--- config.mk ---
export PLATFORM = sky130hd
export DESIGN_NAME = adcdc_device_flat
export DESIGN_NICKNAME = d
export VERILOG_FILES = /design/src/hdl/adcdc_pkg.sv /design/src/hdl/adcdc_link_if.sv /design/src/hdl/adcdc_device.sv /design/src/hdl/adcdc_sync.sv /design/src/flat_wrapper.sv
export SDC_FILE = /design/constraint.sdc
export NUM_CORES = 1
export LEC_CHECK = 0
export ABC_AREA = 1
export BUFFER_PORTS_ARGS = -buffer_cell sky130_fd_sc_hd__clkbuf_2
export CAP_MARGIN = 20
export CORE_MARGIN = 2
export CORE_UTILIZATION = 30
export DETAILED_ROUTE_END_ITERATION = 16
export PLACE_DENSITY = 0.47
export SLEW_MARGIN = 10
export SYNTH_ARGS = -nofsm -noshare
export SYNTH_HDL_FRONTEND = slang
export SYNTH_SLANG_ARGS = --single-unit
--- constraint.sdc ---
create_clock -name clk -period 1.61 [get_ports clk]
set_input_delay 0.322 -clock clk [delete_from_list [all_inputs] [get_ports clk]]
set_output_delay 0.322 -clock clk [all_outputs]
set_load 0.05 [all_outputs]
--- src/hdl/adcdc_pkg.sv ---
// adcdc_pkg: constants and types shared by both ends of the converter
// chain readout link; assumes a 250 MHz system clock on both ends.
package adcdc_pkg;
    localparam int unsigned RESULT_BITS = 18;
    localparam int unsigned CLK_PERIOD_PS = 4000;
    // conversion time in ns, and its cycle count at the system clock
    localparam int unsigned CONV_TIME_NS = 500;
    localparam int unsigned CONV_CYCLES =
        (CONV_TIME_NS * 1000 + CLK_PERIOD_PS - 1) / CLK_PERIOD_PS;
    // host sclk half period in system clock cycles
    localparam int unsigned SCLK_HALF_CYCLES = 6;
    localparam int unsigned CHAIN_LEN = 2;
    localparam int unsigned SYNC_STAGES = 2;
    localparam logic [17:0] RESULT_RESET = 18'h0_0000;
    typedef enum logic [1:0] {
        ADCDC_IDLE,
        ADCDC_CONV,
        ADCDC_SHIFT
    } adcdc_state_t;
endpackage

--- src/hdl/adcdc_link_if.sv ---
// adcdc_link_if: the shared trigger and sclk lines, and one device's
// chain input and serial output, seen from both ends.
`timescale 1ns/1ps
`default_nettype none
interface adcdc_link_if;
    logic conversion_trigger;
    logic sclk;
    logic chain_in;
    logic sdo;
    modport device (
        input conversion_trigger,
        input sclk,
        input chain_in,
        output sdo
    );
    modport host (
        output conversion_trigger,
        output sclk,
        input sdo
    );
endinterface
`default_nettype wire

--- src/hdl/adcdc_device.sv ---
// adcdc_device: one converter of the chain, conversion timing and the
// 18-bit readout shift register; assumes pins arrive asynchronously.
`timescale 1ns/1ps
`default_nettype none
module adcdc_device #(
    parameter int unsigned CONV_CYCLES = adcdc_pkg::CONV_CYCLES
) (
    // clock, reset, enable
    input wire logic clk,
    input wire logic sys_rst,
    input wire logic clk_en,
    // link
    adcdc_link_if.device link,
    // user side
    input wire logic [17:0] sample_value,
    output logic conv_done,
    output logic busy_mode,
    output logic powered_down,
    output logic [17:0] last_result
);
    logic [2:0] pins;
    logic trig_s, sclk_s, chain_s;
    logic trig_prev_q, sclk_prev_q;
    logic trig_rise, sclk_fall;
    adcdc_pkg::adcdc_state_t state_q;
    logic [15:0] conv_cnt_q;
    logic [17:0] shreg_q;
    logic [17:0] held_q;
    logic sdo_q;
    logic busy_q;
    logic busy_pending_q;
    logic chain_hold_q;

    assign pins = {link.conversion_trigger, link.sclk, link.chain_in};

    adcdc_sync #(.W(3)) u_sync (
        .clk(clk),
        .sys_rst(sys_rst),
        .clk_en(clk_en),
        .async_in(pins),
        .sync_out({trig_s, sclk_s, chain_s})
    );

    // edge detection on synchronised levels
    always_ff @(posedge clk) begin
        if (sys_rst) begin
            trig_prev_q <= 1'b0;
            sclk_prev_q <= 1'b0;
        end else if (clk_en) begin
            trig_prev_q <= trig_s;
            sclk_prev_q <= sclk_s;
        end
    end

    assign trig_rise = trig_s & ~trig_prev_q;
    assign sclk_fall = ~sclk_s & sclk_prev_q;

    // conversion and readout sequencing
    always_ff @(posedge clk) begin
        if (sys_rst) begin
            state_q <= adcdc_pkg::ADCDC_IDLE;
            conv_cnt_q <= '0;
            busy_q <= 1'b0;
        end else if (clk_en) begin
            case (state_q)
                adcdc_pkg::ADCDC_IDLE: begin
                    // chain low, or tied to trigger (low before rise)
                    if (trig_rise && !chain_hold_q) begin
                        state_q <= adcdc_pkg::ADCDC_CONV;
                        conv_cnt_q <= 16'(CONV_CYCLES - 1);
                        busy_q <= sclk_s;
                    end
                end
                adcdc_pkg::ADCDC_CONV: begin
                    // sclk ignored while converting
                    if (conv_cnt_q == 16'h0000) begin
                        state_q <= adcdc_pkg::ADCDC_SHIFT;
                    end else begin
                        conv_cnt_q <= conv_cnt_q - 16'h0001;
                    end
                end
                adcdc_pkg::ADCDC_SHIFT: begin
                    if (!trig_s) begin
                        state_q <= adcdc_pkg::ADCDC_IDLE;
                    end
                end
                default: state_q <= adcdc_pkg::ADCDC_IDLE;
            endcase
        end
    end

    // chain input one cycle back; low there selects chain mode
    always_ff @(posedge clk) begin
        if (sys_rst) begin
            chain_hold_q <= 1'b0;
        end else if (clk_en) begin
            chain_hold_q <= chain_s;
        end
    end

    // shift register, busy bit and serial output
    always_ff @(posedge clk) begin
        if (sys_rst) begin
            shreg_q <= adcdc_pkg::RESULT_RESET;
            sdo_q <= 1'b0;
            busy_pending_q <= 1'b0;
        end else if (clk_en) begin
            if (state_q == adcdc_pkg::ADCDC_CONV
                    && conv_cnt_q == 16'h0000) begin
                if (busy_q) begin
                    shreg_q <= sample_value;
                    sdo_q <= 1'b1;
                    busy_pending_q <= 1'b1;
                end else begin
                    // sdo mirrors the register's top bit from here on
                    shreg_q <= sample_value;
                    sdo_q <= sample_value[17];
                    busy_pending_q <= 1'b0;
                end
            end else if (state_q == adcdc_pkg::ADCDC_SHIFT && sclk_fall) begin
                if (busy_pending_q) begin
                    // first fall drops the busy bit; chain data not taken
                    busy_pending_q <= 1'b0;
                    sdo_q <= shreg_q[17];
                end else begin
                    // 18 stages: the next bit out is the one below the top
                    sdo_q <= shreg_q[16];
                    shreg_q <= {shreg_q[16:0], chain_s};
                end
            end else if (state_q == adcdc_pkg::ADCDC_IDLE
                    && !trig_s && !chain_s) begin
                sdo_q <= 1'b0;
            end
        end
    end

    // result capture and status
    always_ff @(posedge clk) begin
        if (sys_rst) begin
            held_q <= adcdc_pkg::RESULT_RESET;
            conv_done <= 1'b0;
        end else if (clk_en) begin
            conv_done <= 1'b0;
            if (state_q == adcdc_pkg::ADCDC_CONV
                    && conv_cnt_q == 16'h0000) begin
                held_q <= sample_value;
                conv_done <= 1'b1;
            end
        end
    end

    assign link.sdo = sdo_q;
    assign busy_mode = busy_q;
    assign powered_down = (state_q != adcdc_pkg::ADCDC_CONV);
    assign last_result = held_q;
endmodule
`default_nettype wire

--- src/hdl/adcdc_sync.sv ---
// adcdc_sync: two-flop synchroniser for a vector of pin levels.
// assumes inputs come from outside the clk domain.
`timescale 1ns/1ps
`default_nettype none
module adcdc_sync #(
    parameter int unsigned W = 1
) (
    // clock, reset, enable
    input wire logic clk,
    input wire logic sys_rst,
    input wire logic clk_en,
    // levels
    input wire logic [W-1:0] async_in,
    output logic [W-1:0] sync_out
);
    logic [W-1:0] meta_q;

    // first stage feeds only the second
    always_ff @(posedge clk) begin
        if (sys_rst) begin
            meta_q <= '0;
            sync_out <= '0;
        end else if (clk_en) begin
            meta_q <= async_in;
            sync_out <= meta_q;
        end
    end
endmodule
`default_nettype wire

--- src/flat_wrapper.sv ---
// flat-port wrapper written by rule: the top's interface ports become plain ports
module adcdc_device_flat 
#(
    parameter int unsigned CONV_CYCLES = adcdc_pkg::CONV_CYCLES
)
  (clk, sys_rst, clk_en, sample_value, conv_done, busy_mode, powered_down, last_result, link_conversion_trigger, link_sclk, link_chain_in, link_sdo);
  adcdc_link_if link_i ();
  input wire logic clk;
  input wire logic sys_rst;
  input wire logic clk_en;
  input wire logic [17:0] sample_value;
  output logic conv_done;
  output logic busy_mode;
  output logic powered_down;
  output logic [17:0] last_result;
  input wire logic [$bits(link_i.conversion_trigger)-1:0] link_conversion_trigger;
  input wire logic [$bits(link_i.sclk)-1:0] link_sclk;
  input wire logic [$bits(link_i.chain_in)-1:0] link_chain_in;
  output wire logic [$bits(link_i.sdo)-1:0] link_sdo;
  assign link_i.conversion_trigger = link_conversion_trigger;
  assign link_i.sclk = link_sclk;
  assign link_i.chain_in = link_chain_in;
  assign link_sdo = link_i.sdo;
  adcdc_device #(.CONV_CYCLES(CONV_CYCLES)) u_core (.clk(clk), .sys_rst(sys_rst), .clk_en(clk_en), .link(link_i), .sample_value(sample_value), .conv_done(conv_done), .busy_mode(busy_mode), .powered_down(powered_down), .last_result(last_result));
endmodule
* Yosys cells after proc, flatten, opt, wreduce, memory -nomap -nowiden *
Cells that the tools add are included.

storage, ports and cells
  register bits after elaboration = 67
  ROM bits = 0
  bits of input ports = 24
  output and inout bits = 22
  latch bits = 0
  RAM bits = 0
  memories kept = 0

operators by class
  equal/unequal tests = 8
  reductions and logical operators = 20
  bitwise gates (word level) = 4
  $mul = 0
  add/sub/neg operators = 1
  divide/modulo/power cells = 0
  muxes and demuxes = 19
  $lt $le $gt $ge = 0
  shift operators = 0

operator list
  kind                     count
  $mux W18                 3
  $mux W16                 2
  $pmux W16 S2             1
  $logic_not A16 Y1        1
  $sub A16 B1 Y16 const B  1
  $mux W1                  9
  $reduce_and A4 Y1        2
  $mux W2                  3
  $ne A2 B1 Y1 const B     3
  $ne A2 B2 Y1 const B     3
  $pmux W2 S3              1
  $reduce_and A2 Y1        3
  $reduce_and A3 Y1        2
  $logic_and A1 B1 Y1      5
  $reduce_bool A2 Y1       2
  $logic_not A1 Y1         3
  $reduce_bool A3 Y1       1
  $and A1 B1 Y1            2
  $eq A2 B1 Y1 const B     1
  $eq A2 B2 Y1 const B     1
  $logic_not A2 Y1         1
  $not A1 Y1               2

* Logic depth before layout (Yosys ltp) *
  depth in word-level cells = 6
  gate-level depth with buffers = 11
  mapped depth without buffers = 10

* Hierarchy *
A second synthesis with hierarchy kept.

unflattened totals
  cells, all modules = 511
  area, all modules = 3,344.5 um2

by module, submodules not included
  module        cells an instance  instances  area an instance (um2)
  adcdc_device  473                1          3,096.7
  adcdc_sync    38                 1          247.7

* Worst setup path before layout *
Ideal clock, no wire load.

  path type = reg-to-reg
  start point = register u_core.conv_cnt_q[0]
  end point = register u_core.shreg_q[0]
  library setup time = 113 ps
  setup slack = 69 ps
  data arrival time = 1,428 ps
  stages on the path, launching flop included = 12
  required time = 1,497 ps
  period minus slack after synthesis = 1,541 ps
  path through = dfxtp_1 inv_1 ha_1 nand2_1 nor2_2 nand3_4 buf_6 buf_6 nand2_1 o21ai_2 nor2_1 nor2_1

between the ends
  cells in the longest elaborated chain, start to end = 4
  elaborated cells on any way between the ends = 6

ends and longest elaborated chain
  what                                                                 RTL line             text
  start, declared                                                      adcdc_device.sv:26   logic [15:0] conv_cnt_q;
  start signal, assigned                                               adcdc_device.sv:70   conv_cnt_q <= 16'(CONV_CYCLES - 1);
  start signal, assigned                                               adcdc_device.sv:79   conv_cnt_q <= conv_cnt_q - 16'h0001;
  $logic_not A16 Y1 *                                                  adcdc_device.sv:109  && conv_cnt_q == 16'h0000) begin
  $logic_and A1 B1 Y1 *                                                adcdc_device.sv:109
  $ne A2 B2 Y1 (no source line) or $reduce_bool A2 Y1 (tied branches)  -
  $reduce_and A3 Y1 (no source line)                                   -
  end signal, assigned                                                 adcdc_device.sv:104  shreg_q <= adcdc_pkg::RESULT_RESET;
  end signal, assigned                                                 adcdc_device.sv:111  shreg_q <= sample_value;
  end signal, assigned                                                 adcdc_device.sv:116  shreg_q <= sample_value;
  end, declared                                                        adcdc_device.sv:27   logic [17:0] shreg_q;

Every way passes the cells marked *; elsewhere a longest branch is shown, timed or not.
A chain may end at the register's enable or synchronous reset.

* Final worst setup path *
  start point = register u_core.conv_cnt_q[5]
  end point = register u_core.conv_cnt_q[1]

between the ends
  cells in the longest elaborated chain, start to end = 3

ends and longest elaborated chain
  what                                RTL line            text
  $logic_not A16 Y1                   adcdc_device.sv:76  if (conv_cnt_q == 16'h0000) begin
  $ne A2 B2 Y1 (no source line)       -
  $reduce_and A4 Y1 (no source line)  -

Every way passes these cells.

==> metrics.txt <==
average wire per standard cell=11.9 um; area of the multi-input gates=0.00177 mm2; clock sink count=67; Switching Share=29.7%; initial core utilization=31.1%; Post-synth ARST share=0%; area leader, netlist=dfxtp_1; Crit path required time=1830 ps; Port Buf Inserts=45; Remaining DRCs=0; crit share post-route=95.6%; non-filler instance count after layout=744; Synth Cell Area=0.00340 mm2; Max Cap Viol=0; first-pass GRT wire length=14200 um; Pre-antenna DRT Iters=4; Psw=1.43 mW; FP Rows=38; Reg area=0.00135 mm2; die extent in x=110 um; syn_nets=546; crit path capture type=flop; # diodes=0; Setup TNS=0 ps; Worst Path Max Fanout=8; Leakage=2.18 nW; clk buf depth=2; Hold-fix buffers, CTS=0; Setup Crit Path Kind=reg -> reg; Fin. Hold Viols=0; TritonCTS clock tree=yes; clk_skew=9.63 ps; Hold Path Class=in -> reg; most common cell in the synthesized netlist=nor2_1; Design Area, Final=0.00451 mm2; largest net degree at the start of global routing=50; DR vias=3293; Die ar.=0.0122 mm2; GR Overflow Total=0; area grow syn2layout=32.7%; synthesized instance count=520; Inserted Clock Buffers=9; Critical Path AT=1760 ps; Vias/cell=4.43; fin crit period=1540 ps; Slew Viols, Final=0; RSZ-0062 raised after global routing=yes; PwrDens=1070 mW/mm2; Max IR drop VDD=0.561 mV; Die Y=110 um; Logic pwr share=21.3%; Setup WS pre-CTS=31.4 ps; Setup Viol. Count Final=0; fin util=41.3%; Achievable Freq=650 MHz; I/O pin cnt=46; Netlist cell types=26; Total Routing Usage GR=14.2%; Least-Margin Pin Slew=316 ps; Synth warnings=0; hpwl dp=5850 um; post-synthesis sequential area ratio=39.4%; H-tree levels=3; final WL=8840 um; Primary FF master, synth=dfxtp_1; CTS Root Cell=clkbuf_16; vias in the first global route=2928; Seq pwr share=37.1%; CTS clock-pin slew for the worst setup and hold paths=60 ps; Power Total=4.81 mW; placed cell area=0.00391 mm2; Antenna Nets Post-Route=0; core area=0.0109 mm2; placed insts=715; Slew HR=79.0%; Mapped Avg Cell Area=6.54 um2; register bit total from synthesis=67; clock network power share=41.5%; ranking of synthesized cells by area=dfxtp_1 39%, nor2_1 15%, nand2_1 12%, inv_1 6.5%, o21ai_0 5.9%; gpl congestion=0.781; share of layout cells above drive strength 1=26.7%; Setup crit start kind=flop; area share of the largest cell type after synthesis=39.4%; Worst-Skew Late Latency=340 ps; initial antenna violation count=0; Post-synth EDFFs=0; Final #Nets=625; worst hold slack=213 ps; commonest cells in the synthesized netlist=136 x nor2_1, 113 x nand2_1, 67 x dfxtp_1, 59 x inv_1, 40 x o21ai_0; status=completed; First DRT Iteration DRCs=162; Internal=3.38 mW; Layout fillers=1166; final worst slack=71.2 ps
worst paths after layout:
path                                            start                      end  slack, ps  depth (start not counted)
worst max-delay path             u_core.conv_cnt_q[5]     u_core.conv_cnt_q[1]         70                         10
worst min-delay path                    link_chain_in  u_core.u_sync.meta_q[0]        210                          3
worst max register to register   u_core.conv_cnt_q[5]     u_core.conv_cnt_q[1]         70                         10
worst min register to register  u_core.last_result[6]    u_core.last_result[6]        480                          2
cells in the final DEF, fill, tap and decap left out:
master      count
nand2_1       109
nand4_1         2
a21boi_0        1
or2_2           3
nor2_4          7
inv_8           1
inv_4           2
ha_4            1
o21ai_1        11
nor2_2         10
clkbuf_4        1
nand3_2         1
clkbuf_8        1
o21ai_2        17
a21oi_1        18
nand3b_1        3
buf_4          30
dfxtp_1        64
clkbuf_16      10
ha_1            1
nand2_2         5
dfxtp_2         2
clkinvlp_4      1
nor2_1        129
clkinv_4        3
bufinv_16       1
o21bai_1        1
clkinv_2        2
buf_12          6
dfxtp_4         1
xor2_1          3
inv_1          56
nand3_4         1
clkbuf_2       44
nand2_4         2
inv_2           3
buf_6           6
o21ai_0        27
nand3_1        18
metal layers:
metal,vias up,track usage (%),routed length (um)
met1,1481,20.1,4660
met3,9,4.50,260
met2,46,20.7,3790
li1,1757,-,-
met5,-,0,0
met4,0,4.25,125
timing repair:
action / 4_1_cts / 5_1_grt
endpoints found under the setup margin: 1 / 54
pin swaps: 1 / 10
gates resized for setup: 1 / 69
setup buffers: 2 / 7
cloned: 0 / 4
critical path, cell delays in order (launching register included):
cell	delay (ps)
dfxtp_4	360
nor2_4	150
nand2_4	80
nor2_4	140
nand3_4	100
buf_4	160
nand2_4	100
buf_6	150
nand2_1	50
o21ai_0	80
nor2_1	50
kinds of logic after synthesis:
logic type                 Yosys count  synth area share [%]
DFF                                 67                  39.4
AOI/OAI and AO/OA                   75                  12.3
adders and majority gates            2                 0.736
buffers and inverters               83                  11.4
and+or+nand+nor                    290                  35.4
xor gates and xnor gates             3                 0.773
final cells by class:
cell class              count  share of cell area (%)
multi-input cells         370                    39.2
flip-flops and latches     67                    29.9
repair buffers             88                    14.7
clock buffers              10                    5.29
inverters                  61                    5.24
well taps                 140                    3.88
clock inverters             6                    1.44
repair inverters            2                   0.388
flip-flops by register name (all words and copies together), names as in the netlist, 2 cells and up:
signal                  count
u_core.shreg_q             18
u_core.u_sync.meta_q        3
u_core.state_q              2
u_core.u_sync.sync_out      3
u_core.conv_cnt_q          16
u_core.last_result         18
power groups by stage:
stage / Clock, mW / Sequential [mW] / Combinational (mW)
finish: 2.00 / 1.79 / 1.03
global route: 2.14 / 1.80 / 1.16
CTS: 2.07 / 1.78 / 0.908
detailed placement: 0 / 1.81 / 0.898
global placement: 0 / 1.81 / 0.895
floorplan: 0 / 1.87 / 0.588
No activity file was read; power rests on OpenSTA's default activity.
